[src/verilog/probe_pkg.sv]
package probe_pkg;
  // register byte offsets
  localparam logic [3:0] OFF_CTRL    = 4'h0;
  localparam logic [3:0] OFF_QUALIFY_LINE    = 4'h4;
  localparam logic [3:0] OFF_STATUS  = 4'h8;
  localparam logic [3:0] OFF_BUSWORD = 4'hC;
  localparam logic [7:0] OFF_SIDE    = 8'h10;
  localparam logic [7:0] OFF_COUNT   = 8'h14;

  // control register fields
  localparam int CTRL_EDGE     = 0;
  localparam int CTRL_USER     = 1;
  localparam int CTRL_NONSEG   = 2;
  localparam int CTRL_TRIGGER  = 3;
  localparam int CTRL_HALT_REQ = 4;
  localparam int CTRL_RESUME   = 5;

  // qualifier register fields
  localparam int QUALIFY_LINE_VAL_LSB  = 0;
  localparam int QUALIFY_LINE_CARE_LSB = 8;

  // cycle status codes
  localparam logic [2:0] ST_MEM_WRITE   = 3'h0;
  localparam logic [2:0] ST_MEM_READ    = 3'h1;
  localparam logic [2:0] ST_IO_WRITE    = 3'h2;
  localparam logic [2:0] ST_IO_READ     = 3'h3;
  localparam logic [2:0] ST_REFRESH     = 3'h4;
  localparam logic [2:0] ST_FIRST_FETCH = 3'h5;
  localparam logic [2:0] ST_ACK         = 3'h6;
  localparam logic [2:0] ST_LATER_FETCH = 3'h7;

  // standard qualification: falling edge, pattern 1X11XX (top..shared)
  localparam logic       STD_EDGE      = 1'b1;
  localparam logic [5:0] STD_QUALIFY_LINE_VAL  = 6'h2C;
  localparam logic [5:0] STD_QUALIFY_LINE_CARE = 6'h2C;
  localparam logic       RST_NONSEG    = 1'b0;
  localparam logic       RST_TRIGGER   = 1'b1;
  // idle levels of {shared_n, wait_n, halt request}: a request that reads
  // high out of reset would halt the target at its first fetch
  localparam logic [2:0] SIDE_IDLE     = 3'h6;

  // number of pins passed through the synchroniser
  localparam int PIN_W = 51;
endpackage

[src/verilog/bus_cycle_status_clock_qualifier.sv]
`timescale 1ns/1ps
// Behaviour
// - memory/io read/write codes 000..011
// - refresh 100, first_fetch_status 101, ack 110, fetchN 111
// - store buffered normal/system bit
// - store interrupt request bit, 1 = requested
// - read/write bit, 1 read, 0 write
// - active-low shared-resource bit
// - capture data, address and segment buses
// - selectable master clock edge, 0 rising
// - AND six qualifiers with edge; default 1X11XX
// - default falling edge, qualify/halted/useful high
// - top qualifier is also driven by the wait line, default 1
// - second qualifier is wait line, default X
// - third qualifier active-low halted, default high
// - useful-cycle line low on idle/refresh/busack
// - read/write and shared qualifiers default X
// - user qualification kept when trigger removed
// - standard qualification restored at reset/reselect
// - segmented/non-segmented decode flag
// - halt recognised only at next first fetch
module bus_cycle_status_clock_qualifier (
  // clock and reset
  input  wire logic        core_clk_i,
  input  wire logic        rst_i,
  // avalon-mm slave
  input  wire logic [7:0]  avs_address_i,
  input  wire logic        avs_read_i,
  input  wire logic        avs_write_i,
  input  wire logic [31:0] avs_writedata_i,
  output logic [31:0]      avs_readdata_o,
  output logic             avs_waitrequest_o,
  // target processor pins (asynchronous)
  input  wire logic        tgt_clk_i,
  input  wire logic [15:0] tgt_data_i,
  input  wire logic [15:0] tgt_addr_i,
  input  wire logic [7:0]  tgt_seg_i,
  input  wire logic        tgt_rw_i,
  input  wire logic        tgt_io_i,
  input  wire logic        tgt_refresh_i,
  input  wire logic        tgt_fetch_i,
  input  wire logic        tgt_first_i,
  input  wire logic        tgt_ack_i,
  input  wire logic        tgt_internal_i,
  input  wire logic        tgt_busack_i,
  input  wire logic        tgt_normal_i,
  input  wire logic        tgt_irq_i,
  input  wire logic        shared_resource_flag_n_i,
  input  wire logic        tgt_wait_n_i,
  input  wire logic        tgt_halt_req_i,
  // analyzer side
  output logic             state_clk_o,
  output logic [15:0]      smp_data_o,
  output logic [15:0]      smp_addr_o,
  output logic [7:0]       smp_seg_o,
  output logic [2:0]       smp_status_o,
  output logic             smp_normal_o,
  output logic             smp_irq_o,
  output logic             smp_rw_o,
  output logic             smp_shared_n_o,
  output logic [5:0]       smp_qualify_line_o,
  output logic             nonsegmented_o,
  output logic             halted_n_o
);

  // fixed priority: refresh and acknowledge win over the read/write kinds
  function automatic logic [2:0] encode_cycle(input logic refresh, input logic ack,
                                              input logic fetch, input logic first,
                                              input logic io, input logic rw);
    if (refresh) begin
      encode_cycle = probe_pkg::ST_REFRESH;
    end else if (ack) begin
      encode_cycle = probe_pkg::ST_ACK;
    end else if (fetch) begin
      encode_cycle = first ? probe_pkg::ST_FIRST_FETCH
                           : probe_pkg::ST_LATER_FETCH;
    end else begin
      encode_cycle = {1'b0, io, rw};
    end
  endfunction

  // a care bit of 0 is don't care; otherwise the line must equal the value bit
  function automatic logic pattern_match(input logic [5:0] lines,
                                         input logic [5:0] val,
                                         input logic [5:0] care);
    logic [5:0] line_ok;
    line_ok       = ~care | ~(lines ^ val);
    pattern_match = &line_ok;
  endfunction

  // synchroniser: every pin sees the same two-stage latency, so a sample
  // taken on a detected edge is consistent across all fields
  logic [probe_pkg::PIN_W-1:0] pin_meta;
  logic [probe_pkg::PIN_W-1:0] pin_sync;
  logic                        clk_prev;
  // the three side pins have their own synchroniser with idle reset levels
  wire  [probe_pkg::PIN_W-1:0] pin_raw = {
    tgt_clk_i,
    tgt_data_i,
    tgt_addr_i,
    tgt_seg_i,
    tgt_rw_i,
    tgt_io_i,
    tgt_refresh_i,
    tgt_fetch_i,
    tgt_first_i,
    tgt_ack_i,
    tgt_internal_i,
    tgt_busack_i,
    tgt_normal_i,
    tgt_irq_i
  };

  always_ff @(posedge core_clk_i or posedge rst_i) begin
    if (rst_i) begin
      pin_meta <= '0;
      pin_sync <= '0;
      clk_prev <= 1'b0;
    end else begin
      pin_meta <= pin_raw;
      pin_sync <= pin_meta;
      clk_prev <= pin_sync[50];
    end
  end

  wire        s_clk      = pin_sync[50];
  wire [15:0] s_data     = pin_sync[49:34];
  wire [15:0] s_addr     = pin_sync[33:18];
  wire [7:0]  s_seg      = pin_sync[17:10];
  wire        s_rw       = pin_sync[9];
  wire        s_io       = pin_sync[8];
  wire        s_refresh  = pin_sync[7];
  wire        s_fetch    = pin_sync[6];
  wire        s_first    = pin_sync[5];
  wire        s_ack      = pin_sync[4];
  wire        s_internal = pin_sync[3];
  wire        s_busack   = pin_sync[2];
  wire        s_normal   = pin_sync[1];
  wire        s_irq      = pin_sync[0];

  // remaining synchronised pins
  logic [2:0] side_meta;
  logic [2:0] side_sync;
  always_ff @(posedge core_clk_i or posedge rst_i) begin
    if (rst_i) begin
      side_meta <= probe_pkg::SIDE_IDLE;
      side_sync <= probe_pkg::SIDE_IDLE;
    end else begin
      side_meta <= {shared_resource_flag_n_i, tgt_wait_n_i, tgt_halt_req_i};
      side_sync <= side_meta;
    end
  end
  wire s_shared_n = side_sync[2];
  wire s_wait_n   = side_sync[1];
  wire s_halt_req = side_sync[0];

  // control state
  logic       edge_sel;
  logic       user_qualify_line;
  logic       nonseg;
  logic       trigger_on;
  logic [5:0] user_val;
  logic [5:0] user_care;
  logic       halt_pending;
  logic       halted;
  logic [31:0] sample_count;

  // effective qualification: standard settings unless user mode selected
  wire       eff_edge = user_qualify_line ? edge_sel : probe_pkg::STD_EDGE;
  wire [5:0] eff_val  = user_qualify_line ? user_val : probe_pkg::STD_QUALIFY_LINE_VAL;
  wire [5:0] eff_care = user_qualify_line ? user_care : probe_pkg::STD_QUALIFY_LINE_CARE;

  wire rise_seen = s_clk & ~clk_prev;
  wire fall_seen = ~s_clk & clk_prev;
  wire edge_hit  = eff_edge ? fall_seen : rise_seen;

  wire [2:0] cycle_code = encode_cycle(s_refresh, s_ack, s_fetch, s_first,
                                       s_io, s_rw);
  wire       is_first   = (cycle_code == probe_pkg::ST_FIRST_FETCH);

  // qualifier lines, highest first
  wire q_top    = s_wait_n;
  wire q_wait   = s_wait_n;
  wire q_halted = ~halted;
  wire q_useful = ~(s_internal | s_refresh | s_busack);
  wire q_rw     = s_rw;
  wire q_shared = s_shared_n;
  wire [5:0] qualify_line_lines = {q_top, q_wait, q_halted, q_useful, q_rw, q_shared};

  wire qualified = edge_hit & pattern_match(qualify_line_lines, eff_val, eff_care);

  // every field holds until the next qualified edge
  wire [15:0] next_data     = qualified ? s_data : smp_data_o;
  wire [15:0] next_addr     = qualified ? s_addr : smp_addr_o;
  wire [7:0]  next_seg      = qualified ? s_seg : smp_seg_o;
  wire [2:0]  next_status   = qualified ? cycle_code : smp_status_o;
  wire        next_normal   = qualified ? s_normal : smp_normal_o;
  wire        next_irq      = qualified ? s_irq : smp_irq_o;
  wire        next_rw       = qualified ? s_rw : smp_rw_o;
  wire        next_shared_n = qualified ? s_shared_n : smp_shared_n_o;
  wire [5:0]  next_qualify_line     = qualified ? qualify_line_lines : smp_qualify_line_o;
  wire [31:0] next_count    = qualified ? sample_count + 32'h0000_0001 : sample_count;

  // capture of one state sample
  always_ff @(posedge core_clk_i or posedge rst_i) begin
    if (rst_i) begin
      state_clk_o    <= 1'b0;
      smp_data_o     <= 16'h0000;
      smp_addr_o     <= 16'h0000;
      smp_seg_o      <= 8'h00;
      smp_status_o   <= 3'h0;
      smp_normal_o   <= 1'b0;
      smp_irq_o      <= 1'b0;
      smp_rw_o       <= 1'b0;
      smp_shared_n_o <= 1'b1;
      smp_qualify_line_o     <= 6'h00;
      sample_count   <= 32'h0000_0000;
    end else begin
      state_clk_o    <= qualified;
      smp_data_o     <= next_data;
      smp_addr_o     <= next_addr;
      smp_seg_o      <= next_seg;
      smp_status_o   <= next_status;
      smp_normal_o   <= next_normal;
      smp_irq_o      <= next_irq;
      smp_rw_o       <= next_rw;
      smp_shared_n_o <= next_shared_n;
      smp_qualify_line_o     <= next_qualify_line;
      sample_count   <= next_count;
    end
  end

  // bus slave: every access sees waitrequest high for one cycle, then low
  // for one; the write lands at the edge where waitrequest is seen low
  wire        req      = avs_read_i | avs_write_i;
  wire        wr_take  = avs_write_i & ~avs_waitrequest_o;
  wire        hit_ctrl = (avs_address_i == {4'h0, probe_pkg::OFF_CTRL});
  wire        hit_qualify_line = (avs_address_i == {4'h0, probe_pkg::OFF_QUALIFY_LINE});
  wire        ctrl_wr  = wr_take & hit_ctrl;
  wire        qualify_line_wr  = wr_take & hit_qualify_line;

  // write data fields
  wire        wd_edge    = avs_writedata_i[probe_pkg::CTRL_EDGE];
  wire        wd_user    = avs_writedata_i[probe_pkg::CTRL_USER];
  wire        wd_nonseg  = avs_writedata_i[probe_pkg::CTRL_NONSEG];
  wire        wd_trigger = avs_writedata_i[probe_pkg::CTRL_TRIGGER];
  wire        wd_halt    = avs_writedata_i[probe_pkg::CTRL_HALT_REQ];
  wire        wd_resume  = avs_writedata_i[probe_pkg::CTRL_RESUME];
  wire [5:0]  wd_val     = avs_writedata_i[probe_pkg::QUALIFY_LINE_VAL_LSB +: 6];
  wire [5:0]  wd_care    = avs_writedata_i[probe_pkg::QUALIFY_LINE_CARE_LSB +: 6];

  wire        sw_halt  = ctrl_wr & wd_halt;
  wire        resume   = ctrl_wr & wd_resume;
  wire        to_std   = ctrl_wr & ~wd_user;

  // read words, one per mapped register except the count, which is read from sample_count
  wire [31:0] rd_ctrl = {
    26'h0,
    1'b0,
    1'b0,
    trigger_on,
    nonseg,
    user_qualify_line,
    edge_sel
  };
  wire [31:0] rd_qualify_line = {
    18'h0,
    user_care,
    2'h0,
    user_val
  };
  wire [31:0] rd_status = {
    24'h0,
    qualify_line_lines,
    halt_pending,
    halted
  };
  wire [31:0] rd_busword = {smp_addr_o, smp_data_o};
  wire [31:0] rd_side = {
    16'h0,
    smp_seg_o,
    1'b0,
    smp_status_o,
    smp_normal_o,
    smp_irq_o,
    smp_rw_o,
    smp_shared_n_o
  };

  logic [31:0] rd_mux;
  always_comb begin
    rd_mux = 32'h0000_0000;
    case (avs_address_i)
      {4'h0, probe_pkg::OFF_CTRL}:    rd_mux = rd_ctrl;
      {4'h0, probe_pkg::OFF_QUALIFY_LINE}:    rd_mux = rd_qualify_line;
      {4'h0, probe_pkg::OFF_STATUS}:  rd_mux = rd_status;
      {4'h0, probe_pkg::OFF_BUSWORD}: rd_mux = rd_busword;
      probe_pkg::OFF_SIDE:            rd_mux = rd_side;
      probe_pkg::OFF_COUNT:           rd_mux = sample_count;
      default:                        rd_mux = 32'h0000_0000;
    endcase
  end

  // the read word is latched when the access is taken and held until the next
  wire        take_req      = req & avs_waitrequest_o;
  wire        next_waitreq  = ~take_req;
  wire [31:0] next_readdata = take_req ? (avs_read_i ? rd_mux : 32'h0000_0000)
                                       : avs_readdata_o;

  always_ff @(posedge core_clk_i or posedge rst_i) begin
    if (rst_i) begin
      avs_waitrequest_o <= 1'b1;
      avs_readdata_o    <= 32'h0000_0000;
    end else begin
      avs_waitrequest_o <= next_waitreq;
      avs_readdata_o    <= next_readdata;
    end
  end

  // clock qualification settings; dropping the trigger leaves them untouched
  wire       next_user_qualify_line = ctrl_wr ? wd_user : user_qualify_line;
  wire       next_nonseg    = ctrl_wr ? wd_nonseg : nonseg;
  wire       next_trigger   = ctrl_wr ? wd_trigger : trigger_on;
  wire       next_edge_sel  = ~ctrl_wr ? edge_sel
                            : to_std   ? probe_pkg::STD_EDGE
                            : wd_edge;
  wire [5:0] next_user_val  = to_std  ? probe_pkg::STD_QUALIFY_LINE_VAL
                            : qualify_line_wr ? wd_val
                            : user_val;
  wire [5:0] next_user_care = to_std  ? probe_pkg::STD_QUALIFY_LINE_CARE
                            : qualify_line_wr ? wd_care
                            : user_care;

  always_ff @(posedge core_clk_i or posedge rst_i) begin
    if (rst_i) begin
      edge_sel   <= probe_pkg::STD_EDGE;
      user_qualify_line  <= 1'b0;
      user_val   <= probe_pkg::STD_QUALIFY_LINE_VAL;
      user_care  <= probe_pkg::STD_QUALIFY_LINE_CARE;
      nonseg     <= probe_pkg::RST_NONSEG;
      trigger_on <= probe_pkg::RST_TRIGGER;
    end else begin
      edge_sel   <= next_edge_sel;
      user_qualify_line  <= next_user_qualify_line;
      user_val   <= next_user_val;
      user_care  <= next_user_care;
      nonseg     <= next_nonseg;
      trigger_on <= next_trigger;
    end
  end

  // halt requests wait for a first fetch; a new request beats its own clearing
  wire halt_in           = s_halt_req | sw_halt;
  wire halt_take         = edge_hit & is_first & halt_pending;
  wire next_halt_pending = halt_in | (halt_pending & ~halt_take);
  wire next_halted       = halt_take | (halted & ~resume);

  always_ff @(posedge core_clk_i or posedge rst_i) begin
    if (rst_i) begin
      halt_pending   <= 1'b0;
      halted         <= 1'b0;
      halted_n_o     <= 1'b1;
      nonsegmented_o <= probe_pkg::RST_NONSEG;
    end else begin
      halt_pending   <= next_halt_pending;
      halted         <= next_halted;
      halted_n_o     <= ~next_halted;
      nonsegmented_o <= next_nonseg;
    end
  end

endmodule

[config.mk]
export PLATFORM = sky130hd
export DESIGN_NAME = bus_cycle_status_clock_qualifier
export DESIGN_NICKNAME = d
export VERILOG_FILES = /design/src/verilog/probe_pkg.sv /design/src/verilog/bus_cycle_status_clock_qualifier.sv
export SDC_FILE = /design/constraint.sdc
export NUM_CORES = 1
export LEC_CHECK = 0
export ABC_AREA = 0
export BUFFER_PORTS_ARGS = -buffer_cell sky130_fd_sc_hd__buf_2
export CORE_MARGIN = 2
export CORE_UTILIZATION = 40
export CTS_BUF_LIST = sky130_fd_sc_hd__clkbuf_8 sky130_fd_sc_hd__clkbuf_16
export CTS_CLUSTER_DIAMETER = 30
export DETAILED_ROUTE_END_ITERATION = 7
export PLACE_DENSITY_LB_ADDON = 0.05
export RECOVER_POWER = 50
export SLEW_MARGIN = 20
export SYNTH_ARGS = -nofsm -noshare
export SYNTH_HDL_FRONTEND = slang
export SYNTH_SLANG_ARGS = --single-unit
[constraint.sdc]
create_clock -name core_clk_i -period 19.6 [get_ports core_clk_i]
set_clock_uncertainty 0.2 [all_clocks]
set_input_delay 3.92 -clock core_clk_i [delete_from_list [all_inputs] [get_ports core_clk_i]]
set_output_delay 3.92 -clock core_clk_i [all_outputs]
set_load 0.02 [all_outputs]
==> summary.md <==
| Metric | Value |
|---|---|
| Worst hold path class | `flip-flop to flip-flop` |
| Critical path, cell by cell | `buf_2 > clkinvlp_2 > clkbuf_1` |
| Post-synth top flop | `dfrtp_1` |
| Final Cycle Share | `51.7%` |
| I/O Pins | `187` |
| Fill cell count | `1,876` |
| Distinct cells, synth | `55` |
| CP max FO | `93` |
| Total gr overflow | `0` |
| Total negative slack | `0 ns` |
| Peak Freq | `98.7 MHz` |
| Vias | `6,006` |
| WL/cell | `18.4 um` |
| Clock Pin Slew Worst Setup and Hold Paths | `0.05 ns` |
| Max-cap violations | `3` |
| Cells after Synth | `666` |
| Share of post-route cells with drive strength above 1 | `38.3%` |
| Num rows | `54` |
| Final wirelength | `21,800 um` |
| Initial antenna violation count | `4` |
| Area delta synth->final | `33.2%` |
| GRT Overall Usage | `19.1%` |
| Syn avg cell area | `13.6 um^2` |
| Root Driver | `clkbuf_16` |
| Worst path slowest cell | `clkbuf_1` |
| GPL Wtd Cong | `0.826` |
| Routed Antenna Nets | `0` |
| Crit start category | `input pin` |
| Rel. slew slack | `-184%` |
| Leakage power | `5.56 nW` |
| Final Cell Area | `12,000 um^2` |
| Initial Util | `41.1%` |
| Die area | `23,800 um^2` |
| M1 wire length | `9680 um` |
| TritonCTS clock tree | `done` |
| Net count after synthesis | `765` |
| Finished Layout Cells | `1,188` |
| Vias in the first global route | `6,414` |
| Post-synthesis sequential area ratio | `68.1%` |
| CP Data Arrival Time | `9.55 ns` |
| Cell family with the largest share of critical-path delay | `buffers and inverters` |
| Cts hold-fix bufs | `0` |
| Final setup fails | `0` |
| Final Core Density | `54.8%` |
| Final #Nets | `962` |
| CTS Sinks | `245` |
| Minimum clock period | `10.13 ns` |
| Post-route setup slack | `9.47 ns` |
| YS warnings | `0` |
| Status | `finished with violations` |
| FFs w/ async S/R, synth | `100%` |
| Post-CTS Setup Inserts | `0` |
| Dpl cell area | `10,200 um^2` |
| Die X | `154 um` |
| CTS max path bufs | `3` |
| RSZ-0062 raised after global routing | `no` |
| CP endpoint kind | `async pin` |
| DRC viols | `0` |
| Slew Limit Fails | `235` |
| Failing checks | `max-capacitance violations, max-slew violations` |
| Cells after DPL | `1,087` |
| Yosys reg bits | `245` |
| Die height | `154 um` |
| Pwr Density | `138 nW/um^2` |
| Top layer reached by signal wires | `met5` |
| Clock Latency Late Sink | `0.54 ns` |
| CP Data Required Time | `19.02 ns` |
| Synth Cell Area | `9030 um^2` |
| Final Hold Fails | `0` |
| Total number of H-tree levels | `2` |
| CTS resizes | `0` |
| EDFF count, synth | `0` |
| Met3 wire length | `1500 um` |
| Max VDD drop | `0.0000864 V` |
| CP Class | `input pin to async pin` |
| Routed vias/inst | `5.06` |
| CTS Buf Count | `54` |
| Detail Placement HPWL | `14,700 um` |
| Worst Path Buf+Inv | `3` |
| Pin count of the biggest net entering global routing | `94` |
| Slowest stage delay, CP | `3.11 ns` |
| First-pass GRT wire length | `35,500 um` |
| First-pass DRT Iterations | `4` |
| Pre-CTS WS | `12.89 ns` |
| Starting DRT DRC Count | `333` |
| Routed wl met2 | `10,100 um` |
| Slew @ Worst Pin | `4.26 ns` |
| CORE AREA | `22,000 um^2` |
| Port Buffers | `166` |
-- power breakdown --
group	internal (mW)	leakage (nW)	switching, mW	total (mW)
registers	0.549	2.99	0.0364	0.586
logic	0.0542	1.63	0.0805	0.135
clock network	0.646	0.948	0.288	0.934
total	1.25	5.56	0.405	1.65
-- worst register-to-register path: cells and delay by family (launching register included) --
kind,cells,cell delay (ns)
simple gates,2,2.75
flops,1,0.42
compound gates,2,1.50
mux,1,0.18
-- registers in the layout (all words and copies together), names as in the netlist, 3 cells and up --
signal / cells
smp_seg_o: 8
user_care: 6
smp_addr_o: 16
pin_meta: 51
sample_count: 32
user_val: 6
smp_qualify_line_o: 5
avs_readdata_o: 32
pin_sync: 51
side_sync: 3
side_meta: 3
smp_data_o: 16
smp_status_o: 3
-- metrics by stage --
| step | power [mW] | hold WS, ns |
|---|---|---|
| floorplan | 0.668 | 0.131 |
| global placement | 0.726 | 0.133 |
| detailed placement | 0.730 | 0.135 |
| CTS | 1.68 | 0.143 |
| global route | 1.71 | 0.146 |
| finish | 1.65 | 0.142 |
-- Yosys cell counts, types with 2 or more instances --
library cell	instances	share of area, %
dfrtp_1	230	64
nand2_1	70	2.9
mux2_2	53	6.6
o21ai_0	47	2.6
a22oi_1	26	2.2
mux2i_1	24	2.7
nor2_1	22	0.91
xnor2_1	19	1.8
nand3_1	18	1.0
clkbuf_1	17	0.71
dfstp_2	15	4.4
xor2_1	14	1.4
inv_1	12	0.50
nor3_1	10	0.55
nand4_1	7	0.49
nor2b_1	6	0.42
or4_1	6	0.50
buf_1	5	0.21
nor4_1	5	0.35
a22o_1	4	0.39
and3_1	4	0.28
buf_2	4	0.22
mux4_2	4	1.0
a21oi_1	3	0.17
buf_4	3	0.25
nand2b_1	3	0.21
nor3_2	3	0.33
a32oi_1	2	0.19
nor4_2	2	0.28
o2bb2ai_1	2	0.19
or2_2	2	0.14
-- metal layers --
metal,up-vias,global-route usage [%]
met5,-,0
met4,4,7.48
met3,54,6.02
met2,172,28.8
met1,3011,25.8
li1,2765,-
-- path summary, 6_finish.rpt --
check                                 start                  to  slack (ns)  cells past startpoint
setup / recovery                      rst_i  avs_readdata_o[17]        9.47                      3
hold / removal                 pin_meta[36]        pin_sync[36]        0.14                      0
setup reg to reg                pin_sync[7]     smp_status_o[0]       14.38                      5
hold reg to reg                pin_meta[36]        pin_sync[36]        0.14                      0
max in group core_clk_i    avs_address_i[0]  avs_readdata_o[31]       13.45                      7
min in group asynchronous             rst_i        pin_sync[14]        4.36                      2
-- cells in the final DEF, fill, tap and decap left out, types with 12 or more instances in the layout --
master	Yosys	routed
dfrtp_1	230	230
buf_2	4	165
nand2_1	70	70
clkbuf_16	0	55
mux2_2	53	53
o21ai_0	47	47
a22oi_1	26	26
mux2i_1	24	24
nor2_1	22	22
xnor2_1	19	19
nand3_1	18	18
inv_1	12	15
dfstp_2	15	15
xor2_1	14	14
nor3_1	10	12
-- logic make-up (layout without fill, tap and decap cells) --
logic type / Yosys count / after routing / synth area share [%]
AO/OA/AOI/OAI: 97 / 97 / 6.90
XOR/XNOR: 33 / 33 / 3.20
adder cells (fa/ha/maj): 1 / 1 / 0.139
buffers and inverters: 41 / 281 / 1.88
flip-flops: 245 / 245 / 68.1
multiplexers: 81 / 81 / 10.3
other: 0 / 2 / 0
AND/OR/NAND/NOR: 168 / 168 / 9.49
-- cell type report --
| cell class | instances | area [um^2] | area share (%) |
|---|---|---|---|
| clock inverter | 40 | 493 | 4.10 |
| inverter | 12 | 46.3 | 0.385 |
| sequential | 245 | 6150 | 51.1 |
| antenna | 2 | 5.00 | 0.0416 |
| timing repair buffer | 170 | 852 | 7.09 |
| multi-input combinational | 380 | 2700 | 22.4 |
| clock buffer | 59 | 1430 | 11.9 |
| tap | 280 | 350 | 2.91 |
No activity file was read; power rests on OpenSTA's default activity.
